## src/design/pwm_steer_pkg.sv

```systemverilog
// shared constants and types for the pwm duty and output steering block
package pwm_steer_pkg;
   // register byte offsets on the plain register port
   localparam logic [3:0] OFS_CONTROL   = 4'h0; // capture_pwm_control
   localparam logic [3:0] OFS_DUTY_HIGH = 4'h1; // duty_high_reg
   localparam logic [3:0] OFS_SHADOW    = 4'h2; // duty_shadow_reg
   localparam logic [3:0] OFS_PERIOD    = 4'h3; // period_reg
   localparam logic [3:0] OFS_TIMER_CTL = 4'h4; // prescale select and timer run
   localparam logic [3:0] OFS_TIMER     = 4'h5; // period_timer, read only
   localparam logic [3:0] OFS_DEADBAND  = 4'h6; // deadband delay in clocks
   localparam logic [3:0] OFS_DIRECTION = 4'h7; // port_direction_bits
   localparam logic [3:0] OFS_LATCH     = 4'h8; // port_data_latch
   localparam logic [3:0] OFS_PINS      = 4'h9; // live pin levels, read only
   localparam logic [3:0] OFS_RESOL     = 4'ha; // usable duty resolution, read only

   // control, port and timer control register field positions
   localparam int CFG_HI        = 7;  // output_config_bits msb
   localparam int CFG_LO        = 6;  // output_config_bits lsb
   localparam int DUTY_LO_HI    = 5;  // duty low bits msb
   localparam int DUTY_LO_LO    = 4;  // duty low bits lsb
   localparam int MODE_HI       = 3;  // unit mode msb
   localparam int PIN_A_BIT     = 3;  // port bit shared with output a
   localparam int PIN_B_BIT     = 5;  // port bit shared with output b
   localparam int TMR_ON_BIT    = 2;  // timer run bit in timer control

   // mode code that puts the unit in pwm
   localparam logic [3:0] PWM_MODE_CODE = 4'hc;

   // values after reset
   localparam logic [7:0] RST_CONTROL   = 8'h00;
   localparam logic [7:0] RST_DUTY      = 8'h00;
   localparam logic [7:0] RST_PERIOD    = 8'hff;
   localparam logic [7:0] RST_TIMER_CTL = 8'h00;
   localparam logic [7:0] RST_DEADBAND  = 8'h00;
   localparam logic [7:0] RST_DIRECTION = 8'hff; // all pins inputs
   localparam logic [7:0] RST_LATCH     = 8'h00;

   // widths and caps
   localparam int DUTY_W   = 10; // full duty width
   localparam int SPAN_W   = 15; // bits of the widest period span in clocks
   localparam logic [3:0] MAX_RESOL = 4'ha;

   // output pin configurations
   typedef enum logic [1:0] {
      CFG_SINGLE   = 2'b00,
      CFG_HALF     = 2'b01,
      CFG_FULL_FWD = 2'b10,
      CFG_FULL_REV = 2'b11
   } output_config_t;

   // prescale select codes, 2'b11 behaves like 16
   localparam logic [1:0] PRE_1  = 2'b00;
   localparam logic [1:0] PRE_4  = 2'b01;
endpackage

```

## src/design/deadband_delay.sv

```systemverilog
// rising-edge delay stage that opens a dead time before a switch turns on
`timescale 1ns/1ps
module deadband_delay #(
   parameter int DEAD_W = 7
) (
   input  wire logic              core_clk_i,
   input  wire logic              sys_rst_i,
   input  wire logic              ce_i,
   input  wire logic              level_i,   // raw drive request
   input  wire logic [DEAD_W-1:0] delay_i,   // dead time in clocks
   output logic                   out_o      // delayed drive, falls at once
);
   logic [DEAD_W-1:0] count_reg; // clocks spent high so far

   // elaboration check on the counter width
   if (DEAD_W < 1 || DEAD_W > 8) begin : g_bad_width
      $error("deadband width must be 1 to 8");
   end

   // falling edges pass at once so the partner switch is never late to open
   always_ff @(posedge core_clk_i) begin
      if (sys_rst_i) begin
         count_reg <= '0;
         out_o     <= 1'b0;
      end else if (ce_i) begin
         if (!level_i) begin // request gone: release now
            count_reg <= '0;
            out_o     <= 1'b0;
         end else if (count_reg == delay_i) begin // dead time elapsed
            out_o     <= 1'b1;
         end else begin
            count_reg <= count_reg + 1'b1;
         end
      end
   end
endmodule

```

## src/design/pwm_duty_and_output_steering.sv

```systemverilog
// pwm duty generator with double-buffered duty and bridge output steering
// How it works
// - duty is high byte plus control bits 5:4
// - high time is duty times clock times prescale
// - new duty latched only at period match
// - shadow register ignores writes in pwm mode
// - shadow byte plus hidden two-bit latch
// - output clears when shadow equals extended timer
// - duty beyond period keeps output high
// - config field picks one of four modes
// - half bridge: b is complement of a
// - programmable deadband between complementary edges
// - resolution limited by log2 of clock ratio
//
// The implementer's own choices: the strobed register port and the register addresses.
`timescale 1ns/1ps
module pwm_duty_and_output_steering
   import pwm_steer_pkg::*;
#(
   parameter int DEAD_W = 7
) (
   input  wire logic       core_clk_i,
   input  wire logic       sys_rst_i,
   input  wire logic       ce_i,
   input  wire logic [3:0] addr_i,
   input  wire logic [7:0] wdata_i,
   input  wire logic       wr_i,
   input  wire logic       rd_i,
   output logic      [7:0] rdata_o,
   input  wire logic       pin_a_i,
   output logic            pin_a_out_o,
   output logic            pin_a_oe_o,
   input  wire logic       pin_b_i,
   output logic            pin_b_out_o,
   output logic            pin_b_oe_o,
   output logic            pwm_out_c_o,
   output logic            pwm_out_d_o
);
   import pwm_steer_pkg::*;

   // software registers
   logic [7:0]        capture_pwm_control; // config, duty low bits, mode
   logic [7:0]        duty_high_reg;       // upper eight duty bits
   logic [7:0]        duty_shadow_reg;     // upper eight live duty bits
   logic [1:0]        duty_low_latch_reg;  // hidden lower live duty bits
   logic [7:0]        period_reg;          // period length in timer counts
   logic [7:0]        timer_ctl_reg;       // prescale select and run bit
   logic [7:0]        period_timer;        // running period count
   logic [DEAD_W-1:0] deadband_reg;        // dead time in clocks
   logic [7:0]        port_direction_bits; // 1 = pin is an input
   logic [7:0]        port_data_latch;     // port value when not steered

   // timebase and waveform state
   logic [1:0]        q_phase_reg;         // quarter-clock phase
   logic [3:0]        presc_reg;           // prescaler count
   logic              pwm_level_reg;       // raw pwm waveform
   logic [1:0]        steer_mode_reg;      // mode as seen by the pins

   // combinational helpers
   logic              pwm_active;          // unit is in pwm mode
   logic              timer_on;            // timebase runs
   logic              q_wrap;              // last quarter phase
   logic              tick;                // period_timer advances now
   logic              match_tick;          // period complete this cycle
   logic [1:0]        sub_bits;            // two sub-cycle bits
   logic [9:0]        duty_req;            // value software asked for
   logic [9:0]        duty_live;           // double-buffered value
   logic              duty_eq;             // extended timer meets duty
   logic              pwm_wave;            // level with the equal cycle masked off
   logic              dead_a;              // delayed drive for a
   logic              dead_b;              // delayed drive for b
   output_config_t    cfg;                 // decoded output config

   // elaboration check on the deadband width
   if (DEAD_W < 1 || DEAD_W > 8) begin : g_bad_width
      $error("deadband width must be 1 to 8");
   end

   // floor of log2 of the period span in clocks, capped at duty width
   function automatic logic [3:0] resolution_bits(input logic [7:0] per,
                                                  input logic [1:0] sel);
      logic [SPAN_W-1:0] span;
      logic [3:0]        b;
      span = SPAN_W'({per, 2'b00}) + SPAN_W'(4);
      b    = 4'h0;
      if (sel == PRE_4) begin
         span = span << 2;
      end else if (sel != PRE_1) begin
         span = span << 4;
      end
      for (int i = 0; i < SPAN_W; i++) begin
         if (span[i]) begin
            b = 4'(i);
         end
      end
      return (b > MAX_RESOL) ? MAX_RESOL : b;
   endfunction

   // decode of mode and config
   assign pwm_active = (capture_pwm_control[MODE_HI:0] == PWM_MODE_CODE);
   assign timer_on   = timer_ctl_reg[TMR_ON_BIT];
   assign cfg        = output_config_t'(capture_pwm_control[CFG_HI:CFG_LO]);
   assign duty_req   = {duty_high_reg, capture_pwm_control[DUTY_LO_HI:DUTY_LO_LO]};
   assign duty_live  = {duty_shadow_reg, duty_low_latch_reg};

   // timer advances once per four clocks times the prescale factor
   always_comb begin
      q_wrap = timer_on && (q_phase_reg == 2'h3);
      if (timer_ctl_reg[1:0] == PRE_1) begin
         tick     = q_wrap;
         sub_bits = q_phase_reg;
      end else if (timer_ctl_reg[1:0] == PRE_4) begin
         tick     = q_wrap && (presc_reg[1:0] == 2'h3);
         sub_bits = presc_reg[1:0];
      end else begin
         tick     = q_wrap && (presc_reg == 4'hf);
         sub_bits = presc_reg[3:2];
      end
   end

   assign match_tick = tick && (period_timer == period_reg);
   // compare counts clocks times prescale, so fewer span bits means fewer duty steps
   assign duty_eq    = ({period_timer, sub_bits} == duty_live);
   // the level flop clears one clock late, so the equal cycle is masked here
   assign pwm_wave   = pwm_level_reg && !duty_eq;

   // quarter phase and prescaler
   always_ff @(posedge core_clk_i) begin
      if (sys_rst_i) begin
         q_phase_reg <= 2'h0;
         presc_reg   <= 4'h0;
      end else if (ce_i && timer_on) begin
         q_phase_reg <= q_phase_reg + 2'h1;
         if (q_wrap) begin
            presc_reg <= presc_reg + 4'h1;
         end
      end
   end

   // period timer restarts at the period match
   always_ff @(posedge core_clk_i) begin
      if (sys_rst_i) begin
         period_timer <= 8'h00;
      end else if (ce_i) begin
         if (match_tick) begin
            period_timer <= 8'h00;
         end else if (tick) begin
            period_timer <= period_timer + 8'h01;
         end
      end
   end

   // software register writes
   always_ff @(posedge core_clk_i) begin
      if (sys_rst_i) begin
         capture_pwm_control <= RST_CONTROL;
         duty_high_reg       <= RST_DUTY;
         period_reg          <= RST_PERIOD;
         timer_ctl_reg       <= RST_TIMER_CTL;
         deadband_reg        <= DEAD_W'(RST_DEADBAND);
         port_direction_bits <= RST_DIRECTION;
         port_data_latch     <= RST_LATCH;
      end else if (ce_i && wr_i) begin
         // duty request accepted at any moment
         unique case (addr_i)
            OFS_CONTROL:   capture_pwm_control <= wdata_i;
            OFS_DUTY_HIGH: duty_high_reg       <= wdata_i;
            OFS_PERIOD:    period_reg          <= wdata_i;
            OFS_TIMER_CTL: timer_ctl_reg       <= wdata_i;
            OFS_DEADBAND:  deadband_reg        <= wdata_i[DEAD_W-1:0];
            OFS_DIRECTION: port_direction_bits <= wdata_i;
            OFS_LATCH:     port_data_latch     <= wdata_i;
            default: ; // shadow (written below), read-only or unmapped: no write here
         endcase
      end
   end

   // duty shadow: copied only at period match, so a period never sees half an update
   always_ff @(posedge core_clk_i) begin
      if (sys_rst_i) begin
         duty_shadow_reg    <= RST_DUTY;
         duty_low_latch_reg <= 2'h0;
      end else if (ce_i) begin
         if (pwm_active && match_tick) begin
            duty_shadow_reg    <= duty_req[9:2];
            duty_low_latch_reg <= duty_req[1:0];
         end else if (!pwm_active && wr_i && addr_i == OFS_SHADOW) begin
            duty_shadow_reg    <= wdata_i;
         end
      end
   end

   // raw waveform: set at period start, cleared on duty match
   always_ff @(posedge core_clk_i) begin
      if (sys_rst_i) begin
         pwm_level_reg <= 1'b0;
      end else if (ce_i) begin
         if (!pwm_active) begin
            pwm_level_reg <= 1'b0;
         end else if (match_tick) begin
            pwm_level_reg <= (duty_req != 10'h000);
         end else if (duty_eq) begin
            // duty past the period never matches, so the level stays high
            pwm_level_reg <= 1'b0;
         end
      end
   end

   // complementary drives with dead time for the half bridge
   deadband_delay #(
      .DEAD_W     (DEAD_W)
   ) u_dead_a (
      .core_clk_i (core_clk_i),
      .sys_rst_i  (sys_rst_i),
      .ce_i       (ce_i),
      .level_i    (pwm_wave),
      .delay_i    (deadband_reg),
      .out_o      (dead_a)
   );

   deadband_delay #(
      .DEAD_W     (DEAD_W)
   ) u_dead_b (
      .core_clk_i (core_clk_i),
      .sys_rst_i  (sys_rst_i),
      .ce_i       (ce_i),
      .level_i    (pwm_active && !pwm_wave),
      .delay_i    (deadband_reg),
      .out_o      (dead_b)
   );

   // pin steering; enables follow direction bits that software owns
   always_ff @(posedge core_clk_i) begin
      if (sys_rst_i) begin
         pin_a_out_o    <= 1'b0;
         pin_b_out_o    <= 1'b0;
         pin_a_oe_o     <= 1'b0;
         pin_b_oe_o     <= 1'b0;
         pwm_out_c_o    <= 1'b0;
         pwm_out_d_o    <= 1'b0;
         steer_mode_reg <= CFG_SINGLE;
      end else if (ce_i) begin
         // a cleared direction bit turns the pin into a driver
         pin_a_oe_o     <= !port_direction_bits[PIN_A_BIT];
         pin_b_oe_o     <= !port_direction_bits[PIN_B_BIT];
         steer_mode_reg <= pwm_active ? cfg : CFG_SINGLE;
         if (!pwm_active) begin // plain port outputs
            pin_a_out_o <= port_data_latch[PIN_A_BIT];
            pin_b_out_o <= port_data_latch[PIN_B_BIT];
            pwm_out_c_o <= 1'b0;
            pwm_out_d_o <= 1'b0;
         end else begin
            unique case (cfg)
               CFG_SINGLE: begin
                  pin_a_out_o <= pwm_wave;
                  pin_b_out_o <= port_data_latch[PIN_B_BIT];
                  pwm_out_c_o <= 1'b0;
                  pwm_out_d_o <= 1'b0;
               end
               CFG_HALF: begin
                  pin_a_out_o <= dead_a;
                  pin_b_out_o <= dead_b;
                  pwm_out_c_o <= 1'b0;
                  pwm_out_d_o <= 1'b0;
               end
               CFG_FULL_FWD: begin
                  pin_a_out_o <= pwm_wave;
                  pin_b_out_o <= 1'b0;
                  pwm_out_c_o <= 1'b0;
                  pwm_out_d_o <= pwm_wave;
               end
               CFG_FULL_REV: begin
                  pin_a_out_o <= 1'b0;
                  pin_b_out_o <= pwm_wave;
                  pwm_out_c_o <= pwm_wave;
                  pwm_out_d_o <= 1'b0;
               end
            endcase
         end
      end
   end

   // read data stand only in the cycle after the strobe
   always_ff @(posedge core_clk_i) begin
      if (sys_rst_i) begin
         rdata_o <= 8'h00;
      end else if (ce_i) begin
         rdata_o <= 8'h00;
         if (rd_i) begin
            unique case (addr_i)
               OFS_CONTROL:   rdata_o <= capture_pwm_control;
               OFS_DUTY_HIGH: rdata_o <= duty_high_reg;
               OFS_SHADOW:    rdata_o <= duty_shadow_reg;
               OFS_PERIOD:    rdata_o <= period_reg;
               OFS_TIMER_CTL: rdata_o <= timer_ctl_reg;
               OFS_TIMER:     rdata_o <= period_timer;
               OFS_DEADBAND:  rdata_o <= 8'(deadband_reg);
               OFS_DIRECTION: rdata_o <= port_direction_bits;
               OFS_LATCH:     rdata_o <= port_data_latch;
               OFS_PINS:      rdata_o <= {2'h0, pin_b_i, 1'b0, pin_a_i, 3'h0};
               OFS_RESOL:     rdata_o <= {4'h0, resolution_bits(period_reg,
                                                  timer_ctl_reg[1:0])};
               default:       rdata_o <= 8'h00; // unmapped reads as zero
            endcase
         end
      end
   end
endmodule

```

## config.mk

```make
export PLATFORM = sky130hd
export DESIGN_NAME = pwm_duty_and_output_steering
export DESIGN_NICKNAME = d
export VERILOG_FILES = /design/src/design/pwm_steer_pkg.sv /design/src/design/deadband_delay.sv /design/src/design/pwm_duty_and_output_steering.sv
export SDC_FILE = /design/constraint.sdc
export NUM_CORES = 1
export LEC_CHECK = 0
export ABC_CLOCK_PERIOD_IN_PS = 2200
export BUFFER_PORTS_ARGS = -buffer_cell sky130_fd_sc_hd__buf_4
export CELL_PAD_IN_SITES_DETAIL_PLACEMENT = 0
export CELL_PAD_IN_SITES_GLOBAL_PLACEMENT = 1
export CORE_MARGIN = 2
export CORE_UTILIZATION = 35
export CTS_CLUSTER_DIAMETER = 30
export DETAILED_ROUTE_END_ITERATION = 16
export PLACE_DENSITY = 0.63
export SYNTH_ARGS = -nofsm -noshare
export SYNTH_HDL_FRONTEND = slang
export SYNTH_SLANG_ARGS = --single-unit
```

## constraint.sdc

```tcl
create_clock -name core_clk_i -period 2.2 [get_ports core_clk_i]
set_clock_uncertainty 0.2 [all_clocks]
set_input_delay 0.33 -clock core_clk_i [delete_from_list [all_inputs] [get_ports core_clk_i]]
set_output_delay 0.33 -clock core_clk_i [all_outputs]
set_load 0.01 [all_outputs]
```

==> results.cfg, run 1 <==
[yosys]
synth_nets = 785
seq_area_frac_synth = 0.352
avgSynthCellArea_sq_um = 8.24
ys_warn_count = 0
synth-main-ff-cell = dfxtp_1
synthTopCellsByArea = dfxtp_1 (35%), mux2i_1 (9.9%), nand2_1 (5.0%), nor2_1 (4.9%), xor2_1 (3.6%)
syn_inst = 760
yosys.area.top_type = dfxtp_1
async_flop_share = 0
netlist_area_sq_um = 6260
synth_edf_count = 0
synth_common_cells = dfxtp_1 (110), nand2_1 (84), nor2_1 (82)
ys_types = 66
synth-seq-cells = 110
yosysMostFrequentCell = dfxtp_1
synth_top_area_share = 0.352

[clock_tree]
htreeDepth = 3
clock-sinks = 110
hold_buffers = 0
root_buffer = clkbuf_16
clock_path_buffers = 2
clk_pin_slew_worst_paths_ns = 0.08
numCtsBuffers = 9
cts_tree = done
clock_latency_ns = 0.36

[setup_path]
path_class = reg -> reg
crit_arrival_ns = 2.27
endpoint_kind = flop
crit_path_start_kind = flop
required_ns = 2.29
crit_fanout = 6

[routing]
dr_total_vias = 5998
met2_length_mm = 9.79
top_layer_used = met4
first_pass_iters = 5
wl_met3_mm = 1.16
drc = 0
drt_iter0_markers = 424
viasPerCell = 5.59
wirelength_mm = 21.8
wl_per_cell_um = 20.3
ant_nets = 0
wl_met1_mm = 10.2

[placed_design]
dpl_cell_area_sq_um = 7240
hpwlAfterDp_mm = 15.8
io_buffer_count = 32
post-place-ws_ns = -0.128
dpl.cell_count = 1046
finalWeightedCongestion = 0.882

[timing]
hold_violations = 0
hold-worst-slack_ns = 0.0918
worst_pin_slew_ns = 0.504
setup_tns_ns = 0
period_needed_ns = 2.17
slew_headroom = 0.663
period_share = 0.989
finalSetupViolCount = 0
slew_violations = 0
rsz0062_at_grt = yes
timing.final.ws_setup_ns = 0.0252
max_freq_ghz = 0.460

[die]
io-pin-count = 33
dieArea_sq_um = 19000
die_w_um = 138
initial_core_util = 0.359
rows = 48
design.core.area_sq_um = 17400
die_h_um = 138

[cells_and_area]
nets = 869
n_fill_cell = 1738
area_growth_pct = 27.2
num_antenna_cells = 0
post-route-cell-area_sq_um = 7960
final_cells = 1073
final_core_util = 0.457
drive_gt1_frac = 0.263

[flow_run]
drv_cap = 0

[grt]
grt_pass1_vias = 5832
grt_max_degree = 70
grt_use_total = 0.237
antenna_found_initial = 0
grt_pass1_wl_mm = 33.7
grt-ovfl-total = 0

[power]
internal-power_mw = 3.05
ir_drop_uv = 433
p_seq_frac = 0.486
power_density_nw_per_um2 = 519
power.leakage_nw = 3.10
switching_share = 0.261
clockPowerShare = 0.410
switchingPower_mw = 1.08
power_mw = 4.13
p_comb_frac = 0.104

[hold_path]
worstHoldPathType = in -> reg

[run_status]
outcome = finished, final reports clean
## cell type report
type                       instances  area, sq um  share of cell area
clock buffer                      11          233              0.0292
clock inverter                     4         57.6             0.00723
inverter                          15         56.3             0.00707
multi-input combinational        575         4010               0.503
sequential                       110         2250               0.282
tap                              225          282              0.0354
timing repair buffer             133         1080               0.136
## worst paths after layout
check,startpoint,endpoint,slack (ns),depth (start not counted)
setup / recovery,timer_ctl_reg[0],u_dead_a.count_reg[1],0.03,7
hold / removal,wdata_i[7],period_reg[7],0.09,3
setup reg to reg,timer_ctl_reg[0],u_dead_a.count_reg[1],0.03,7
hold reg to reg,timer_ctl_reg[5],timer_ctl_reg[5],0.26,2
## power by group through the flow
stage                     logic, mW  clock network, mW  registers (mW)
after detailed placement      0.398                  0            2.06
after global routing          0.461               1.81            2.01
after global placement        0.397                  0            2.06
after CTS                     0.404               1.71            2.02
final                         0.431               1.70            2.01
after floorplan               0.235                  0            2.06
## layout by cell type, fill, tap and decap left out, drive strengths merged, types with 5 or more instances in the layout
master and n:
a211oi 15, a21oi 45, a22oi 9, a31oi 8, and3 11, buf 132
clkbuf 12, dfxtp 110, ha 6, inv 15, mux2 8, mux2i 62
nand2 84, nand3 38, nand4 11, nor2 83, nor2b 9, nor3 17
nor4 8, o211ai 6, o21ai 20, o221ai 5, or3 7, xnor2 20
xor2 26
## cells by family after synthesis
family | synth area share
simple gates | 0.223
compound gates | 0.167
flops | 0.352
buf+inv | 0.0540
mux | 0.128
xor+xnor | 0.0644
fa+ha+maj | 0.0120
## worst max-delay path, stage by stage (launching register included)
cell	delay (ns)
dfxtp_4	0.41
mux2i_4	0.26
o211a_1	0.17
nor4_2	0.04
buf_4	0.17
a21bo_4	0.24
or4_1	0.47
a21oi_1	0.14
## per-layer routing
metal / vias up / GRT usage
li1: 2889 / -
met4: 0 / 0.0777
met2: 178 / 0.366
met1: 2887 / 0.332
met3: 44 / 0.0456
met5: - / 0
## repair_timing
| action | CTS | global route |
|---|---|---|
| gates cloned | 0 | 2 |
| setup endpoints to repair | 28 | 40 |
| hold endpoints to repair | 0 | 0 |
| resized for setup | 24 | 61 |
| pin swaps | 2 | 35 |
| setup buffers | 2 | 8 |
Power figures use the tool's default switching activity.
==> run 2, diff against run 1 <==
--- a/config.mk
+++ b/config.mk
@@ -5,15 +5,14 @@
 export SDC_FILE = /design/constraint.sdc
 export NUM_CORES = 1
 export LEC_CHECK = 0
-export ABC_CLOCK_PERIOD_IN_PS = 2200
+export ABC_CLOCK_PERIOD_IN_PS = 2250
 export BUFFER_PORTS_ARGS = -buffer_cell sky130_fd_sc_hd__buf_4
 export CELL_PAD_IN_SITES_DETAIL_PLACEMENT = 0
 export CELL_PAD_IN_SITES_GLOBAL_PLACEMENT = 1
-export CORE_MARGIN = 2
 export CORE_UTILIZATION = 35
 export CTS_CLUSTER_DIAMETER = 30
 export DETAILED_ROUTE_END_ITERATION = 16
-export PLACE_DENSITY = 0.63
+export PLACE_DENSITY = 0.61
 export SYNTH_ARGS = -nofsm -noshare
 export SYNTH_HDL_FRONTEND = slang
 export SYNTH_SLANG_ARGS = --single-unit
==> constraint.sdc (replaced) <==
create_clock -name core_clk_i -period 2.25 [get_ports core_clk_i]
set_clock_uncertainty 0.2 [all_clocks]
set_input_delay 0.3375 -clock core_clk_i [delete_from_list [all_inputs] [get_ports core_clk_i]]
set_output_delay 0.3375 -clock core_clk_i [all_outputs]
set_load 0.01 [all_outputs]
==> run 2 against run 1 <==
Against the previous run: clock power is essentially flat; critical path type unchanged; sequential cell count unchanged; critical endpoint unchanged; first-iteration DRC count shrank 3.3%; setup slack gained 0.022 ns; non-clock buffer count fell by 20; sequential power fell by 2%.
==> results.cfg, run 2 (same netlist as run 1, synthesis figures left out) <==
[die]
io-pin-count = 33
design.core.area_sq_um = 17400
dieArea_sq_um = 18400
die_h_um = 136
die_w_um = 136
rows = 48
initial_core_util = 0.361

[grt]
antenna_found_initial = 0
grt_pass1_vias = 5733
grt_pass1_wl_mm = 33.2
grt_use_met3 = 0.0397
grt_util_met1 = 0.329
top_usage_layer = met2
grtUsageMet2 = 0.375
grt-ovfl-total = 0
grt_use_total = 0.241
grt_max_degree = 57

[placed_design]
dpl_cell_area_sq_um = 7110
hpwlAfterDp_mm = 16.1
dpl.cell_count = 1031
finalWeightedCongestion = 0.891
io_buffer_count = 32

[cells_and_area]
final_common_cell = buf_4
nets = 849
final_cells = 1054
num_antenna_cells = 0
final_cell_mix = buf_4 (107), dfxtp_1 (96), nand2_1 (83)
area_growth_pct = 23.0
post-route-cell-area_sq_um = 7700
n_fill_cell = 1747
drive_gt1_frac = 0.224
final_core_util = 0.444

[timing]
worst_pin_slew_ns = 0.598
rsz0062_at_grt = yes
period_share = 0.979
setup_tns_ns = 0
slew_violations = 0
finalSetupViolCount = 0
period_needed_ns = 2.20
max_freq_ghz = 0.454
hold-worst-slack_ns = 0.0917
hold_violations = 0
slew_headroom = 0.601

[setup_path]
path_class = reg -> reg
slowest_stage = or4_1
r2r_slack_ns = 0.05
required_ns = 2.34
crit_cells = 7
crit_fanout = 7
crit_arrival_ns = 2.30
r2r-start = timer_ctl_reg[0]
endpoint_kind = flop
cp_slowest_stage_delay_ns = 0.48
crit_path_start_kind = flop
critPathBufInv = 1
r2r_end = u_dead_a.count_reg[1]
crit_chain = mux2i_4 -> a211oi_2 -> nor4_4 -> buf_4 -> a21bo_4 -> or4_1 -> a21oi_1
r2r_cells = 7
critPathTopFamily = compound AO/OA/AOI/OAI gates

[hold_path]
worstHoldPathType = in -> reg
hold_start = wdata_i[7]
whs_path_depth = 3
hold_path_end = duty_high_reg[7]

[clock_tree]
numCtsBuffers = 9
clock_path_buffers = 2
htreeDepth = 3
clock-sinks = 110
clk_pin_slew_worst_paths_ns = 0.08
clock_latency_ns = 0.37
cts_tree = done
root_buffer = clkbuf_16

[routing]
wirelength_mm = 21.5
dr_total_vias = 5945
drc = 0
ant_nets = 0
viasPerCell = 5.64
wl_per_cell_um = 20.4
drt_iter0_markers = 410
first_pass_iters = 5

[run_status]
outcome = finished, final reports clean

[power]
power_density_nw_per_um2 = 528
ir_drop_uv = 429
power.leakage_nw = 2.96

[flow_run]
drv_cap = 0
[run 2: cell types whose count changed in the layout (fill, tap and decap cells not counted), moves of 4 or more]
cell	change
nor2_2	-6
inv_6	+4
dfxtp_4	-6
buf_4	-17
nor2_1	+5
[run 2: final cells by class]
type | instances | area (sq um) | share of cell area
clock buffers | 10 | 229 | 0.0297
clock inverters | 6 | 72.6 | 0.00943
inverters | 15 | 56.3 | 0.00731
multi-input cells | 575 | 3930 | 0.510
flip-flops and latches | 110 | 2230 | 0.289
well taps | 225 | 282 | 0.0366
repair buffers | 113 | 906 | 0.118
[run 2: tightest hold or removal path: stages]
cell and delay, ns:
buf_4 0.15, nand3_1 0.07, a21oi_1 0.05
[run 2: where the power goes]
part,internal [mW],leakage [nW],total [mW],switching (mW)
clock network,0.883,0.144,1.69,0.809
registers,1.96,0.890,1.97,0.0150
logic,0.158,1.92,0.403,0.245
total,3.00,2.96,4.06,1.07
[run 2: stage by stage]
| step | setup WS (ns) | power (mW) |
|---|---|---|
| floorplan | 0.0122 | 2.24 |
| global placement | -0.144 | 2.39 |
| detailed placement | -0.154 | 2.39 |
| CTS | 0.000154 | 4.09 |
| global route | -0.0383 | 4.19 |
| finish | 0.0470 | 4.06 |
[run 2: layer usage]
metal,part of all wire,vias up
met3,0.043,35
met4,0.029,0
met2,0.45,150
li1,-,2851
met1,0.48,2909
met5,0,-
[run 2: worst max path at each step]
stage,startpoint,endpoint,slack (ns)
finish,timer_ctl_reg[0],u_dead_a.count_reg[1],0.05
global route,timer_ctl_reg[0],u_dead_a.count_reg[1],-0.04
CTS,presc_reg[0],duty_shadow_reg[5],0.0002
detailed placement,period_reg[3],rdata_o[0],-0.15
global placement,period_reg[3],rdata_o[0],-0.14
floorplan,period_reg[1],rdata_o[2],0.01
[run 2: what timing repair did]
item,in CTS,in global routing
hold buffers,0,0
setup endpoints to repair,13,35
gates resized for setup,16,39
buffers inserted,0,6
gates cloned,0,1
pin swaps,2,16
==> run 3, diff against run 2 <==
--- a/config.mk
+++ b/config.mk
@@ -5,14 +5,15 @@
 export SDC_FILE = /design/constraint.sdc
 export NUM_CORES = 1
 export LEC_CHECK = 0
-export ABC_CLOCK_PERIOD_IN_PS = 2250
+export ABC_CLOCK_PERIOD_IN_PS = 1800
 export BUFFER_PORTS_ARGS = -buffer_cell sky130_fd_sc_hd__buf_4
 export CELL_PAD_IN_SITES_DETAIL_PLACEMENT = 0
 export CELL_PAD_IN_SITES_GLOBAL_PLACEMENT = 1
 export CORE_UTILIZATION = 35
 export CTS_CLUSTER_DIAMETER = 30
 export DETAILED_ROUTE_END_ITERATION = 16
-export PLACE_DENSITY = 0.61
+export PLACE_DENSITY = 0.63
+export SETUP_SLACK_MARGIN = 0.15
 export SYNTH_ARGS = -nofsm -noshare
 export SYNTH_HDL_FRONTEND = slang
 export SYNTH_SLANG_ARGS = --single-unit
==> constraint.sdc (replaced) <==
create_clock -name core_clk_i -period 1.8 [get_ports core_clk_i]
set_clock_uncertainty 0.2 [all_clocks]
set_input_delay 0.27 -clock core_clk_i [delete_from_list [all_inputs] [get_ports core_clk_i]]
set_output_delay 0.27 -clock core_clk_i [all_outputs]
set_load 0.01 [all_outputs]
==> run 3 against run 2 <==
Against the previous run: the run now ends with setup timing left; highest routed layer unchanged; utilization rose by 8.3 points; count of clock-buffer cells in the layout increased by 1; critical path depth is 2 higher; critical path type unchanged; sequential cell count did not move.
==> results.cfg, run 3 (same netlist as run 1, synthesis figures left out) <==
[run_status]
outcome = complete, but fails checks
failed_checks = setup timing

[timing]
period_needed_ns = 2.18
max_freq_ghz = 0.458
rsz0062_at_grt = yes
slew_headroom = 0.650
hold_violations = 0
worst_pin_slew_ns = 0.523
slew_violations = 0
finalSetupViolCount = 44
timing.final.ws_setup_ns = -0.382
period_share = 1.21
setup_tns_ns = -10.26

[routing]
drc = 0
first_pass_iters = 4
viasPerCell = 5.47
ant_nets = 0
drt_iter0_markers = 465
wirelength_mm = 22.8
dr_total_vias = 6363
wl_per_cell_um = 19.6

[grt]
grt-ovfl-total = 0
antenna_found_initial = 0
grt_pass1_wl_mm = 35.8
grt_max_degree = 41
grt_use_total = 0.259
grt_pass1_vias = 6257

[clock_tree]
root_buffer = clkbuf_16
clock_path_buffers = 2
cts_tree = done
numCtsBuffers = 9
hold_buffers = 0
clk_pin_slew_worst_paths_ns = 0.08
clock-sinks = 110
htreeDepth = 3
clock_latency_ns = 0.36

[cells_and_area]
num_antenna_cells = 0
drive_gt1_frac = 0.396
final_cell_mix = buf_4 (191), dfxtp_1 (89), nand2_1 (76), nor2_1 (76), mux2i_1 (59)
final_common_cell = buf_4
nets = 958
final_core_util = 0.527
multi_input_area_sq_um = 4410
n_fill_cell = 1630
seq_area_sq_um = 2260
area_growth_pct = 46.1

[placed_design]
post-place-ws_ns = -0.595
finalWeightedCongestion = 0.907
hpwlAfterDp_mm = 17.0
io_buffer_count = 32

[power]
power.leakage_nw = 3.68
ir_drop_uv = 515
power_density_nw_per_um2 = 556
power_mw = 5.08

[setup_path]
required_ns = 1.84
crit_path_start_kind = flop
crit_arrival_ns = 2.22
path_class = reg -> reg
crit_fanout = 7
endpoint_kind = flop

[flow_run]
drv_cap = 0

[hold_path]
worstHoldPathType = in -> reg

[die]
initial_core_util = 0.361
die_w_um = 136
rows = 48
die_h_um = 136
design.core.area_sq_um = 17400
dieArea_sq_um = 18400
io-pin-count = 33
## run 3: path summary, 6_finish.rpt
path / from / to / slack, ns / cells past startpoint
max: timer_ctl_reg[0] / u_dead_a.count_reg[1] / -0.38 / 9
min: ce_i / q_phase_reg[1] / 0.01 / 3
max reg2reg: timer_ctl_reg[0] / u_dead_a.count_reg[1] / -0.38 / 9
min reg2reg: timer_ctl_reg[7] / timer_ctl_reg[7] / 0.26 / 2
## run 3: per-layer routing
layer  GRT usage  share of wire  vias to the layer above
li1            -              -                     3069
met2       0.422           0.47                      184
met4      0.0955          0.028                        0
met3      0.0284          0.048                       36
met5           0              0                        -
met1       0.351           0.46                     3074
## run 3: power breakdown
| part | total [mW] | internal [mW] | switching [mW] |
|---|---|---|---|
| Combinational | 0.635 | 0.275 | 0.361 |
| Clock | 2.00 | 1.03 | 0.974 |
| Sequential | 2.45 | 2.43 | 0.0153 |
## run 3: per-stage QoR
stage          instances  hold WS [ns]  instance area (sq um)
3_5_place_dp        1124         0.251                   8070
6_report            1163        0.0104                   9140
2_1_floorplan        760         0.198                   6640
3_3_place_gp        1124         0.248                   8070
5_1_grt             1163        0.0152                   9140
4_1_cts             1150       0.00352                   8800
## run 3: what timing repair did
action / 4_1_cts / 5_1_grt
setup endpoints to repair: 47 / 69
hold endpoints to repair: 0 / 0
setup buffers: 10 / 13
pin swaps: 34 / 38
resized for setup: 83 / 56
## run 3: layout make-up
type                       count  share of cell area
multi-input combinational    574               0.482
sequential                   110               0.247
timing repair buffer         223               0.202
tap                          225              0.0308
clock buffer                  11              0.0276
inverter                      15             0.00616
clock inverter                 5             0.00424
## run 3: worst max-delay path, cell delays in order (launching register included)
cell and delay, ns:
dfxtp_4 0.37, mux2i_2 0.17, o211a_1 0.25, nor4_4 0.32, buf_4 0.18, a31oi_4 0.13, buf_4 0.19, buf_4 0.13
nand2_1 0.06, a21oi_1 0.05
